## src/common/host_fifo_regs.svh

```systemverilog
// Address map, field positions, sizes and reset values of the FIFO port
`ifndef HOST_FIFO_REGS_SVH
`define HOST_FIFO_REGS_SVH

`define HF_ADDR_W        14
`define HF_WIN_TOP       2'b00
`define HF_TAGS_TOP      3'b100
`define HF_W_FILTER      12'h400
`define HF_W_WCOUNT      12'h401
`define HF_W_FREE        12'h402
`define HF_W_IRQEN       12'h403
`define HF_W_IRQFLAG     12'h404
`define HF_W_XFER        12'h405

`define HF_OUT_DEPTH     5'd16
`define HF_OUT_AW        4
`define HF_IN_DEPTH      6'd32
`define HF_IN_AW         5

`define HF_FILTER_RST    8'h00
`define HF_IRQ_W         5
`define HF_IRQ_RST       5'h00
`define HF_IRQ_DMA       0
`define HF_IRQ_SYNC      1
`define HF_IRQ_EXT       2
`define HF_IRQ_ERR       3
`define HF_IRQ_RETRACE   4

`define HF_MODE_HOLD     2'h0
`define HF_MODE_INCR     2'h1
`define HF_MODE_INDEX    2'h2
`define HF_SYNC_MARK_BIT 31
`define HF_RESP_OKAY     2'b00
`define HF_RESP_SLVERR   2'b10

`endif

```

## src/common/host_fifo_pkg.sv

```systemverilog
// Types shared by the FIFO port and its bench
package host_fifo_pkg;
  typedef enum logic [1:0] {
    cat_depth,
    cat_stencil,
    cat_color,
    cat_sync
  } category_e;

  typedef enum logic {
    raw_desc,
    raw_data
  } raw_state_e;

  typedef struct packed {
    logic [8:0]  tag;
    logic [31:0] data;
  } in_entry_s;

  typedef struct packed {
    logic        mark;
    logic [31:0] word;
  } out_entry_s;

  typedef struct packed {
    category_e   cat;
    logic [8:0]  tag;
    logic [31:0] data;
  } out_item_s;
endpackage

```

## src/hdl/host_fifo_port.sv

```systemverilog
// Host FIFO port: output queue, raw and tagged input path, events
//
// Notes on behaviour
// - Output queue entries are 32 bits, holding either a tag or data.
// - Input queue entries pair a 9-bit tag with a 32-bit data word.
// - Filter control holds a 2-bit field per output category.
// - Field bit 0x1 enables tag output, bit 0x2 enables data output.
// - With both enabled, the tag enters the output queue before data.
// - A full output queue stalls the producer; nothing is dropped.
// - Occupancy is readable; host must not pop an empty queue.
// - A 1K-word window; any word read pops the output queue.
// - Any write into the window feeds the raw input path.
// - Writes to a register address pair its tag with the data.
// - Raw path takes a tag description, then data, in buffer formats.
// - A tag description uses no input queue entry.
// - Sync marker enters output queue; interrupt when it reaches head.
// - Sync interrupt also needs the sync data word's top bit set.
// - External board request is an interrupt source.
// - Error interrupt on write into a full input queue.
// - Retrace interrupt at the start of vertical blanking.
// - Each source has an enable bit and a status flag.
// - Writing one to a flag bit clears it.
`timescale 1ns/1ps
`default_nettype none
`include "host_fifo_regs.svh"

module host_fifo_port (
  // Clock and reset
  input  wire logic                        ref_clk,
  input  wire logic                        rst_n,
  // AXI4-Lite write channels
  input  wire logic [`HF_ADDR_W-1:0]       s_axi_awaddr,
  input  wire logic                        s_axi_awvalid,
  output logic                             s_axi_awready,
  input  wire logic [31:0]                 s_axi_wdata,
  input  wire logic [3:0]                  s_axi_wstrb,
  input  wire logic                        s_axi_wvalid,
  output logic                             s_axi_wready,
  output logic [1:0]                       s_axi_bresp,
  output logic                             s_axi_bvalid,
  input  wire logic                        s_axi_bready,
  // AXI4-Lite read channels
  input  wire logic [`HF_ADDR_W-1:0]       s_axi_araddr,
  input  wire logic                        s_axi_arvalid,
  output logic                             s_axi_arready,
  output logic [31:0]                      s_axi_rdata,
  output logic [1:0]                       s_axi_rresp,
  output logic                             s_axi_rvalid,
  input  wire logic                        s_axi_rready,
  // Internal producer of output items
  input  wire logic                        prod_valid,
  input  wire host_fifo_pkg::out_item_s    prod_item,
  output logic                             prod_ready,
  // Tag/data pairs towards the pipeline
  output logic                             pipe_valid,
  output host_fifo_pkg::in_entry_s         pipe_entry,
  input  wire logic                        pipe_ready,
  // Event sources
  input  wire logic [31:0]                 transfer_count_in,
  input  wire logic                        ext_irq_req,
  input  wire logic                        vblank_in,
  output logic                             irq
);

  // Write channel capture
  logic [`HF_ADDR_W-1:0] aw_addr;
  logic [31:0]           w_data;
  logic                  aw_full;
  logic                  w_full;
  logic                  bus_up;
  // Acts only once both halves are really captured, never out of reset
  wire write_fire = aw_full && w_full;
  wire [11:0] w_word    = aw_addr[`HF_ADDR_W-1:2];
  wire        w_win     = aw_addr[13:12] == `HF_WIN_TOP;
  wire        w_tagreg  = aw_addr[13:11] == `HF_TAGS_TOP;
  wire        w_filter  = w_word == `HF_W_FILTER;
  wire        w_irqen   = w_word == `HF_W_IRQEN;
  wire        w_irqflag = w_word == `HF_W_IRQFLAG;
  wire        w_ro      = w_word == `HF_W_WCOUNT || w_word == `HF_W_FREE ||
                          w_word == `HF_W_XFER;
  wire        w_mapped  = w_win || w_tagreg || w_filter || w_irqen ||
                          w_irqflag || w_ro;

  // Read channel decode
  wire        ar_fire  = s_axi_arvalid && s_axi_arready;
  wire [11:0] r_word   = s_axi_araddr[`HF_ADDR_W-1:2];
  wire        r_win    = s_axi_araddr[13:12] == `HF_WIN_TOP;
  wire        r_tagreg = s_axi_araddr[13:11] == `HF_TAGS_TOP;

  // Control and status state
  logic [7:0]              filter;
  logic [`HF_IRQ_W-1:0]    irq_en;
  logic [`HF_IRQ_W-1:0]    irq_flags;
  logic [31:0]             xfer_q;
  logic                    ext_q;
  logic                    vblank_q;

  // Output queue
  host_fifo_pkg::out_entry_s out_mem [0:`HF_OUT_DEPTH-1];
  logic [`HF_OUT_AW-1:0]     out_wr;
  logic [`HF_OUT_AW-1:0]     out_rd;
  logic [4:0]                out_count;
  logic                      head_seen;

  // Producer hold stage
  logic       pend_tag;
  logic       pend_data;
  logic [8:0] hold_tag;
  logic [31:0] hold_data;
  logic       hold_mark;
  logic       next_pend_tag;
  logic       next_pend_data;

  // Per-category enables from the filter fields
  logic [3:0] cat_tag_en;
  logic [3:0] cat_data_en;
  genvar c;
  generate
    for (c = 0; c < 4; c = c + 1) begin : g_cat
      assign cat_tag_en[c]  = filter[2*c];
      assign cat_data_en[c] = filter[2*c+1];
    end
  endgenerate

  wire prod_take = prod_valid && prod_ready;
  wire out_full  = out_count == `HF_OUT_DEPTH;
  wire out_empty = out_count == 5'd0;
  // Stall while full rather than drop the pending word
  wire push_out  = (pend_tag || pend_data) && !out_full;
  wire pop_out   = ar_fire && r_win && !out_empty;
  wire [31:0] push_word = pend_tag ? {23'h000000, hold_tag}
                                   : hold_data;
  // Marker goes on the last word the item emits
  wire push_mark = hold_mark && (!pend_tag || !pend_data);
  wire [1:0] cat_idx = prod_item.cat;
  wire take_mark = prod_item.cat == host_fifo_pkg::cat_sync &&
                   prod_item.data[`HF_SYNC_MARK_BIT];

  always_comb begin
    next_pend_tag  = pend_tag;
    next_pend_data = pend_data;
    if (push_out) begin
      if (pend_tag) begin
        next_pend_tag = 1'b0;
      end else begin
        next_pend_data = 1'b0;
      end
    end
    if (prod_take) begin
      next_pend_tag  = cat_tag_en[cat_idx];
      next_pend_data = cat_data_en[cat_idx];
    end
  end

  always_ff @(posedge ref_clk) begin
    if (!rst_n) begin
      pend_tag   <= 1'b0;
      pend_data  <= 1'b0;
      hold_tag   <= 9'h000;
      hold_data  <= 32'h00000000;
      hold_mark  <= 1'b0;
      prod_ready <= 1'b0;
    end else begin
      pend_tag   <= next_pend_tag;
      pend_data  <= next_pend_data;
      prod_ready <= !(next_pend_tag || next_pend_data);
      if (prod_take) begin
        hold_tag  <= prod_item.tag;
        hold_data <= prod_item.data;
        hold_mark <= take_mark;
      end
    end
  end

  always_ff @(posedge ref_clk) begin
    if (push_out) begin
      out_mem[out_wr] <= '{mark: push_mark, word: push_word};
    end
  end

  wire head_mark = !out_empty && out_mem[out_rd].mark;
  wire sync_event = head_mark && !head_seen;

  always_ff @(posedge ref_clk) begin
    if (!rst_n) begin
      out_wr    <= '0;
      out_rd    <= '0;
      out_count <= 5'd0;
      head_seen <= 1'b0;
    end else begin
      if (push_out) begin
        out_wr <= out_wr + 1'b1;
      end
      if (pop_out) begin
        out_rd <= out_rd + 1'b1;
      end
      out_count <= out_count + {4'h0, push_out} - {4'h0, pop_out};
      head_seen <= head_mark && !pop_out;
    end
  end

  // Input queue and raw decoder
  host_fifo_pkg::in_entry_s in_mem [0:`HF_IN_DEPTH-1];
  logic [`HF_IN_AW-1:0]     in_wr;
  logic [`HF_IN_AW-1:0]     in_rd;
  logic [5:0]               in_count;
  host_fifo_pkg::raw_state_e raw_state;
  logic [1:0]               raw_mode;
  logic [8:0]               raw_tag;
  logic [15:0]              raw_left;
  logic [15:0]              raw_mask;

  function automatic logic [3:0] low_index(input logic [15:0] m);
    logic [3:0] idx;
    idx = 4'h0;
    for (int i = 15; i >= 0; i = i - 1) begin
      if (m[i]) begin
        idx = 4'(i);
      end
    end
    return idx;
  endfunction

  wire raw_is_data = raw_state == host_fifo_pkg::raw_data;
  wire raw_wr   = write_fire && w_win;
  wire raw_desc_wr = raw_wr && !raw_is_data;
  wire raw_data_wr = raw_wr && raw_is_data;
  wire [1:0] desc_mode = w_data[15:14];
  wire desc_bad = raw_desc_wr && desc_mode != `HF_MODE_HOLD &&
                  desc_mode != `HF_MODE_INCR && desc_mode != `HF_MODE_INDEX;
  wire [8:0] raw_cur_tag = raw_mode == `HF_MODE_INDEX ?
               {raw_tag[8:4], low_index(raw_mask)} : raw_tag;
  wire [15:0] mask_rest = raw_mask & (raw_mask - 16'h0001);
  wire in_want  = raw_data_wr || (write_fire && w_tagreg);
  wire in_full  = in_count == `HF_IN_DEPTH;
  wire in_push  = in_want && !in_full;
  wire in_err   = in_want && in_full;
  wire [8:0] in_tag = w_tagreg ? aw_addr[10:2] : raw_cur_tag;
  wire in_pop   = !(in_count == 6'd0) && (!pipe_valid || pipe_ready);

  always_ff @(posedge ref_clk) begin
    if (in_push) begin
      in_mem[in_wr] <= '{tag: in_tag, data: w_data};
    end
  end

  always_ff @(posedge ref_clk) begin
    if (!rst_n) begin
      in_wr      <= '0;
      in_rd      <= '0;
      in_count   <= 6'd0;
      pipe_valid <= 1'b0;
      pipe_entry <= '0;
    end else begin
      if (in_push) begin
        in_wr <= in_wr + 1'b1;
      end
      if (in_pop) begin
        in_rd      <= in_rd + 1'b1;
        pipe_entry <= in_mem[in_rd];
      end
      if (in_pop) begin
        pipe_valid <= 1'b1;
      end else if (pipe_ready) begin
        pipe_valid <= 1'b0;
      end
      in_count <= in_count + {5'h00, in_push} - {5'h00, in_pop};
    end
  end

  // A dropped word still advances the decoder to keep the stream aligned
  always_ff @(posedge ref_clk) begin
    if (!rst_n) begin
      raw_state <= host_fifo_pkg::raw_desc;
      raw_mode  <= `HF_MODE_HOLD;
      raw_tag   <= 9'h000;
      raw_left  <= 16'h0000;
      raw_mask  <= 16'h0000;
    end else if (raw_desc_wr && !desc_bad) begin
      raw_mode <= desc_mode;
      raw_tag  <= w_data[8:0];
      raw_left <= w_data[31:16];
      raw_mask <= w_data[31:16];
      if (desc_mode != `HF_MODE_INDEX || w_data[31:16] != 16'h0000) begin
        raw_state <= host_fifo_pkg::raw_data;
      end
    end else if (raw_data_wr) begin
      unique case (raw_mode)
        `HF_MODE_INDEX: begin
          raw_mask <= mask_rest;
          if (mask_rest == 16'h0000) begin
            raw_state <= host_fifo_pkg::raw_desc;
          end
        end
        default: begin
          if (raw_mode == `HF_MODE_INCR) begin
            raw_tag <= raw_tag + 9'h001;
          end
          raw_left <= raw_left - 16'h0001;
          if (raw_left == 16'h0000) begin
            raw_state <= host_fifo_pkg::raw_desc;
          end
        end
      endcase
    end
  end

  // Interrupt sources, enables and flags
  wire [`HF_IRQ_W-1:0] irq_src;
  assign irq_src[`HF_IRQ_DMA]     = xfer_q != 32'h00000000 &&
                                    transfer_count_in == 32'h00000000;
  assign irq_src[`HF_IRQ_SYNC]    = sync_event;
  assign irq_src[`HF_IRQ_EXT]     = ext_irq_req && !ext_q;
  assign irq_src[`HF_IRQ_ERR]     = in_err || desc_bad;
  assign irq_src[`HF_IRQ_RETRACE] = vblank_in && !vblank_q;
  wire [`HF_IRQ_W-1:0] irq_clr = (write_fire && w_irqflag) ?
                                 w_data[`HF_IRQ_W-1:0] : `HF_IRQ_RST;
  // Set wins over a clear in the same cycle
  wire [`HF_IRQ_W-1:0] next_flags = (irq_flags & ~irq_clr) |
                                    (irq_src & irq_en);

  always_ff @(posedge ref_clk) begin
    if (!rst_n) begin
      filter    <= `HF_FILTER_RST;
      irq_en    <= `HF_IRQ_RST;
      irq_flags <= `HF_IRQ_RST;
      irq       <= 1'b0;
      xfer_q    <= 32'h00000000;
      ext_q     <= 1'b0;
      vblank_q  <= 1'b0;
    end else begin
      if (write_fire && w_filter) begin
        filter <= w_data[7:0];
      end
      if (write_fire && w_irqen) begin
        irq_en <= w_data[`HF_IRQ_W-1:0];
      end
      irq_flags <= next_flags;
      irq       <= |(next_flags & irq_en);
      xfer_q    <= transfer_count_in;
      ext_q     <= ext_irq_req;
      vblank_q  <= vblank_in;
    end
  end

  // Read data selection
  wire [31:0] win_data = out_empty ? 32'h00000000 : out_mem[out_rd].word;
  wire [5:0]  in_free  = `HF_IN_DEPTH - in_count;
  logic [31:0] next_rdata;
  logic        r_ok;
  always_comb begin
    next_rdata = 32'h00000000;
    r_ok       = 1'b1;
    if (r_win) begin
      next_rdata = win_data;
    end else if (r_tagreg) begin
      next_rdata = 32'h00000000;
    end else if (r_word == `HF_W_FILTER) begin
      next_rdata = {24'h000000, filter};
    end else if (r_word == `HF_W_WCOUNT) begin
      next_rdata = {27'h0000000, out_count};
    end else if (r_word == `HF_W_FREE) begin
      next_rdata = {26'h0000000, in_free};
    end else if (r_word == `HF_W_IRQEN) begin
      next_rdata = {27'h0000000, irq_en};
    end else if (r_word == `HF_W_IRQFLAG) begin
      next_rdata = {27'h0000000, irq_flags};
    end else if (r_word == `HF_W_XFER) begin
      next_rdata = xfer_q;
    end else begin
      r_ok = 1'b0;
    end
  end

  // AXI4-Lite handshakes
  always_ff @(posedge ref_clk) begin
    if (!rst_n) begin
      s_axi_awready <= 1'b0;
      s_axi_wready  <= 1'b0;
      s_axi_bvalid  <= 1'b0;
      s_axi_bresp   <= `HF_RESP_OKAY;
      s_axi_arready <= 1'b0;
      s_axi_rvalid  <= 1'b0;
      s_axi_rresp   <= `HF_RESP_OKAY;
      s_axi_rdata   <= 32'h00000000;
      aw_addr       <= '0;
      w_data        <= 32'h00000000;
      aw_full       <= 1'b0;
      w_full        <= 1'b0;
      bus_up        <= 1'b0;
    end else begin
      // Readies open at the first edge after reset release
      bus_up <= 1'b1;
      if (s_axi_awvalid && s_axi_awready) begin
        s_axi_awready <= 1'b0;
        aw_addr       <= s_axi_awaddr;
        aw_full       <= 1'b1;
      end
      if (s_axi_wvalid && s_axi_wready) begin
        s_axi_wready <= 1'b0;
        w_data       <= s_axi_wdata;
        w_full       <= 1'b1;
      end
      if (write_fire) begin
        aw_full      <= 1'b0;
        w_full       <= 1'b0;
        s_axi_bvalid <= 1'b1;
        s_axi_bresp  <= w_mapped ? `HF_RESP_OKAY : `HF_RESP_SLVERR;
      end else if (!bus_up || (s_axi_bvalid && s_axi_bready)) begin
        s_axi_bvalid  <= 1'b0;
        s_axi_awready <= 1'b1;
        s_axi_wready  <= 1'b1;
      end
      if (ar_fire) begin
        s_axi_arready <= 1'b0;
        s_axi_rvalid  <= 1'b1;
        s_axi_rdata   <= next_rdata;
        s_axi_rresp   <= r_ok ? `HF_RESP_OKAY : `HF_RESP_SLVERR;
      end else if (!bus_up || (s_axi_rvalid && s_axi_rready)) begin
        s_axi_rvalid  <= 1'b0;
        s_axi_arready <= 1'b1;
      end
    end
  end

endmodule

`default_nettype wire

```

## config.mk

```make
export PLATFORM = sky130hd
export DESIGN_NAME = host_fifo_port
export DESIGN_NICKNAME = d
export VERILOG_FILES = /design/src/common/host_fifo_pkg.sv /design/src/hdl/host_fifo_port.sv
export VERILOG_INCLUDE_DIRS = /design/src /design/src/common
export SDC_FILE = /design/constraint.sdc
export NUM_CORES = 2
export LEC_CHECK = 0
export ABC_AREA = 0
export BUFFER_PORTS_ARGS = -buffer_cell sky130_fd_sc_hd__buf_4
export CAP_MARGIN = 10
export CORE_AREA = 4 4 491 493
export DETAILED_ROUTE_END_ITERATION = 16
export DIE_AREA = 0 0 495 497
export PLACE_DENSITY = 0.59
export RECOVER_POWER = 100
export REMOVE_ABC_BUFFERS = 1
export SYNTH_ARGS = -nofsm -noshare
export SYNTH_HDL_FRONTEND = slang
export SYNTH_SLANG_ARGS = --single-unit
```

## constraint.sdc

```tcl
create_clock -name ref_clk -period 4.04 [get_ports ref_clk]
set_clock_uncertainty 0.1 [all_clocks]
set_input_delay 0.202 -clock ref_clk [delete_from_list [all_inputs] [get_ports ref_clk]]
set_output_delay 0.202 -clock ref_clk [all_outputs]
set_load 0.005 [all_outputs]
```

**Word level (Yosys, flattened, before mapping)**

Memories as Yosys holds them, arrays and structs flattened. A register that Yosys moved wholly into a read port is not among the register bits.
Cells that the tools add are included.
Widths: inputs -> output; s select.

- Add/sub/neg operators: 12
- Multipliers: 0
- Div/mod/pow operators: 0
- Order comparisons: 1
- Equality and inequality tests: 24
- Shifts and indexed selects: 0
- Muxes and demuxes: 83
- Bitwise logic cells: 7
- Reductions and logical operators: 88

Operators by type and width:

| kind | count |
|---|---|
| $mux 32 | 10 |
| $eq 12x11->1 const B | 12 |
| $mux 16 | 6 |
| $mux 4 | 19 |
| $mux 9 | 5 |
| $mux 1 | 38 |
| $logic_and 1x1->1 | 32 |
| $logic_not 16->1 | 2 |
| $logic_not 32->1 | 1 |
| $reduce_bool 32->1 | 1 |
| $sub 16x1->16 const B | 2 |
| $and 16x16->16 | 1 |
| $logic_not 1->1 | 16 |
| $logic_or 1x1->1 | 16 |
| $reduce_bool 16->1 | 1 |
| $and 5x5->5 | 3 |
| $reduce_bool 2->1 | 7 |
| $add 5x1->5 const B | 2 |
| $add 9x1->9 const B | 1 |
| $add 4x1->4 const B | 2 |
| $add 6x1->6 | 1 |
| $eq 3x3->1 const B | 2 |
| $eq 6x6->1 const B | 1 |
| $logic_not 6->1 | 1 |
| 25 further kinds | 33 |

- Flip-flop bits (word level): 263
- Latch bits: 0
- Memory bits (writable): 1840
- Bits in read-only memories: 0
- Memories: 2

Memory list:

| memory | depth | bits a word | read ports | clocked after memory_dff | wr ports | line | source |
|---|---|---|---|---|---|---|---|
| in_mem | 32 | 41 | 1 | 1 | 1 | host_fifo_port.sv:203 | `` host_fifo_pkg::in_entry_s in_mem [0:`HF_IN_DEPTH-1]; `` |
| out_mem | 16 | 33 | 1 | 1 | 1 | host_fifo_port.sv:99 | `` host_fifo_pkg::out_entry_s out_mem [0:`HF_OUT_DEPTH-1]; `` |

**Longest topological paths before layout**

- Depth in word-level cells: 18
- Depth in mapped cells: 16
- Mapped depth without buffers: 15

**Worst setup path before layout**

OpenSTA, ideal clock, no wires.

- Path kind: reg-to-reg
- Start: register out_count[2]
- End: memory out_mem[3][0] (netlist name) (enable)
- Setup time: 464 ps
- Data arrival time: 3588 ps
- Required time: 3476 ps
- Path slack: -112 ps
- Cell stages (with the launch flop): 7
- Path buffers: 0
- Period minus slack after synthesis: 4152 ps
- Cell sequence: dfxtp_1 inv_1 ha_1 nor4bb_1 nor2_1 nand2_1 nor3_1

- Longest elaborated chain between the ends: 5

RTL lines:

| what | line | source |
|---|---|---|
| from (decl) | host_fifo_port.sv:102 | `logic [4:0] out_count;` |
| from (signal assigned) | host_fifo_port.sv:197 | `out_count <= out_count + {4'h0, push_out} - {4'h0, pop_out};` |
| $eq 5x5->1 (no line) | -- |  |
| $logic_not 1->1 | host_fifo_port.sv:129 | `wire push_out = (pend_tag \|\| pend_data) && !out_full;` |
| $logic_and 1x1->1 | host_fifo_port.sv:129 |  |
| $mux 1 | host_fifo_port.sv:176 | `if (push_out) begin` |
| $mux 1 (not written as such) | host_fifo_port.sv:177 | `out_mem[out_wr] <= '{mark: push_mark, word: push_word};` |
| to (decl) | host_fifo_port.sv:99 |  |

Every way passes these cells.

**Worst setup path in the final report**

- Start: register w_full
- End: memory in_mem[8][29] (netlist name) (enable)

- Longest elaborated chain between the ends: 7
- Elaborated cells between the ends (all ways): 8

RTL lines:

| what | line | source |
|---|---|---|
| from (decl) | host_fifo_port.sv:69 | `logic w_full;` |
| from (signal assigned) | host_fifo_port.sv:389 | `w_full <= 1'b0;` |
| from (signal assigned) | host_fifo_port.sv:402 | `w_full <= 1'b1;` |
| from (signal assigned) | host_fifo_port.sv:406 | `w_full <= 1'b0;` |
| $logic_and 1x1->1 (*) | host_fifo_port.sv:72 | `wire write_fire = aw_full && w_full;` |
| $logic_and 1x1->1 | host_fifo_port.sv:225 | `wire raw_wr = write_fire && w_win;` |
| $logic_and 1x1->1 | host_fifo_port.sv:227 | `wire raw_data_wr = raw_wr && raw_is_data;` |
| $logic_or 1x1->1 (*) | host_fifo_port.sv:234 | `wire in_want = raw_data_wr \|\| (write_fire && w_tagreg);` |
| $logic_and 1x1->1 (*) | host_fifo_port.sv:236 | `wire in_push = in_want && !in_full;` |
| $mux 1 (*) | host_fifo_port.sv:242 | `if (in_push) begin` |
| $mux 1 (not written as such) (*) | host_fifo_port.sv:243 | `in_mem[in_wr] <= '{tag: in_tag, data: w_data};` |
| to (decl) | host_fifo_port.sv:203 |  |

Mark *: on every way between the ends. The rest lies on a longest branch, timed or not.

==> flow_summary.json <==
{
  "run_status": "finished with violations",
  "violations": "capacitance limit, slew limit",
  "tritoncts": "done",
  "grt_pass1_wl_um": 320000,
  "cpPeakStageDelay_ps": 830,
  "synth-seq-cells": 2144,
  "antenna_found_initial": 13,
  "grt_max_degree": 81,
  "synth_warnings": 0,
  "multi_input_area_mm2": 0.0201,
  "rsz0062_at_grt": "no",
  "hold_viol_final": 0,
  "cp_top_family": "simple AND/OR/NAND/NOR gates",
  "slowest_stage": "buf_2",
  "cts_buffers": 210,
  "wirelength_um": 222000,
  "fin_ws_ps": 274,
  "post-route-min-period_ps": 3770,
  "synth_xor_xnor_area_share": 0.00286,
  "ctsHoldBuffers": 245,
  "final_util": 0.414,
  "place_hpwl_um": 128000,
  "synth_edf_count": 1840,
  "ir_drop_v": 0.000373,
  "clock-sinks": 2144,
  "core_mm2": 0.237,
  "avgSynthCellArea_um2": 18.8,
  "via_per_inst": 5.28,
  "netlist_instances": 4400,
  "fin_cells": 8366,
  "area_growth_pct": 18.8,
  "cp_num_cells": 7,
  "final_layout_size_suffix_gt1_frac": 0.230,
  "max_clock_freq_mhz": 266,
  "whs_ps": 72.3,
  "ys_top_cells_by_area": "edfxtp_1 67%, mux4_2 14%, dfxtp_1 7.4%",
  "startpoint": "w_full$_SDFFE_PP0P_",
  "r2r_cells": 7,
  "setup.worst_path.end": "in_mem[8][29]$_DFFE_PP_",
  "p_leak_uw": 0.0314,
  "crit_arrival_ps": 4100,
  "fillers": 21000,
  "wl_per_cell_um": 26.6,
  "drc": 0,
  "drtAntennaViolNets": 0,
  "worst_pin_slew_ps": 2520,
  "path_buf_inv": 2,
  "portBuffers": 224,
  "syn_area_mm2": 0.0826,
  "cts.clk_slew.worst_paths_ps": 60,
  "critPathKind": "flop to flop",
  "post_cts_buffers": 0,
  "globalRouteOverflowTotal": 0,
  "synth_top_family_by_area": "multiplexers",
  "crit_chain": "nand2_1 -> a2111oi_2 -> nor2b_1 -> buf_4 -> nand2_1 -> nor2_4 -> buf_2",
  "clk_latency_ps": 840,
  "synthSimpleGateAreaFrac": 0.0408,
  "required_ps": 4380,
  "die_y_um": 497,
  "post-route-period-util": 0.932,
  "worstHoldPathType": "input pin to flop",
  "finalNetCount": 5194,
  "yosysTopAreaCell": "edfxtp_1",
  "synth-adder-area-share": 0.00503,
  "power.density_mw_per_mm2": 532,
  "post_cts_resized": 0,
  "r2r-end": "in_mem[8][29]$_DFFE_PP_",
  "grt_pass1_vias": 44600,
  "dieWidth_um": 495,
  "worstSetupEndpointType": "flop",
  "r2r_start": "w_full$_SDFFE_PP0P_",
  "dp_slack_ps": 384,
  "placedCellCount": 7715,
  "vias": 44200,
  "n_antenna_cell": 0,
  "start_util": 0.349,
  "cts-root-buf": "clkbuf_16",
  "synthFlopType": "edfxtp_1",
  "crit_fanout": 24,
  "track_usage": 0.178,
  "seqCellArea_mm2": 0.0614,
  "synth_compound_area_frac": 0.0337,
  "seq_area_frac_synth": 0.743,
  "cpMostUsedCell": "nand2_1",
  "drtPass1Iterations": 5,
  "h-tree-depth": 4,
  "cp-start-kind": "flop",
  "maxSlewHeadroom": -0.681,
  "globalplace.congestion": 0.813,
  "rrSetupSlack_ps": 270,
  "synth_mux_area_frac": 0.158,
  "yosysUniqueCellTypes": 76,
  "finalMaxSlewViolations": 748,
  "dieArea_mm2": 0.246,
  "setup_viol": 0,
  "async_reset_ff_frac": 0,
  "synth_top_area_share": 0.669,
  "clock_path_buffers": 3,
  "first_iter_violations": 4719,
  "cap_violations": 24,
  "io_pins": 235,
  "rows": 179
}
## cell type report
type,count,share of cell area
inverters,82,0.00321
well taps,3167,0.0404
clock inverters,100,0.0113
clock buffers,299,0.0601
multi-input cells,1929,0.205
flip-flops and latches,2144,0.625
repair buffers,645,0.0547
## cell usage in the layout (no fill, tap or decap), drive strengths merged, types with 13 or more instances in the layout
cell         count
inv             87
nor2           173
a21oi          233
and2            47
clkinv          73
dfxtp          304
nor4            27
mux2i          133
buf            215
nand4           14
and3            20
edfxtp        1840
mux4           514
mux2            13
nor2b           35
o21ai           96
xor2            15
clkbuf         484
nand2          319
dlygate4sd3    245
nor3            29
bufinv          17
nand3           16
ha              30
o22ai           60
## worst min-delay path by stage
stage | cells past startpoint | start | to
2_1_floorplan | 0 | rst_n | bus_up$_DFF_P_
3_3_place_gp | 2 | transfer_count_in[11] | xfer_q[11]$_SDFF_PN0_
3_5_place_dp | 2 | transfer_count_in[11] | xfer_q[11]$_SDFF_PN0_
4_1_cts | 4 | s_axi_wdata[29] | w_data[29]$_SDFFE_PN0P_
5_1_grt | 4 | s_axi_wdata[31] | w_data[31]$_SDFFE_PN0P_
6_report | 6 | s_axi_araddr[13] | s_axi_rdata[9]$_SDFFE_PN0P_
## cells by family after synthesis
kind of cell | Yosys count
DFF | 2144
and+or+nand+nor | 726
muxes | 660
AOI/OAI and AO/OA | 482
buffers and inverters | 328
adders and majority gates | 32
xor gates and xnor gates | 27
other | 1
## sequential cells by signal, summed over array words and instances, names as in the netlist, 2 cells and up, named ones only
signal,flops
out_mem,528
in_count,6
hold_tag,9
in_mem,1312
raw_mode,2
s_axi_rdata,32
raw_mask,16
xfer_q,32
pipe_entry,41
hold_data,32
aw_addr,12
out_count,5
out_rd,4
w_data,32
out_wr,4
irq_en,5
filter,8
in_rd,5
raw_tag,9
irq_flags,5
in_wr,5
raw_left,16
## power breakdown
group	switching (uW)	internal (uW)	leakage [uW]	total, uW
combinational	3740	3940	0.00827	7680
clock	8490	11300	0.00342	19800
sequential	475	24200	0.0197	24700
## metrics by stage
| step | instance area, um^2 | setup TNS [ps] | total power [uW] |
|---|---|---|---|
| 4_1_cts | 98800 | 0 | 52900 |
| 5_1_grt | 98100 | 0 | 54200 |
| 3_5_place_dp | 89400 | 0 | 33000 |
| 6_report | 98100 | 0 | 52200 |
| 2_1_floorplan | 81500 | -646720 | 29400 |
| 3_3_place_gp | 89400 | 0 | 33000 |
## worst register-to-register path, cell delays in order, from the launching register on
cell and delay [ps]:
dfxtp_1 420, nand2_1 220, a2111oi_2 470, nor2b_1 430
buf_4 230, nand2_1 410, nor2_4 240, buf_2 830
## routing by layer
layer / GRT usage / routed length, um
met2: 0.287 / 107000
met4: 0.0442 / 5210
met5: 0 / 0
met1: 0.248 / 92400
met3: 0.0342 / 17400
## Yosys cell counts (18+ instances only)
master and n:
a21oi_1 233, and2_1 47, and3_1 20, buf_1 18, buf_2 67, clkbuf_1 144
dfxtp_1 304, edfxtp_1 1840, ha_1 30, inv_1 78, mux2i_1 133, mux4_2 514
nand2_1 318, nor2_1 173, nor2b_1 35, nor3_1 28, nor4_1 24, o21ai_0 45
o21ai_1 51, o22ai_1 60
(Power assumes the default switching activity.)
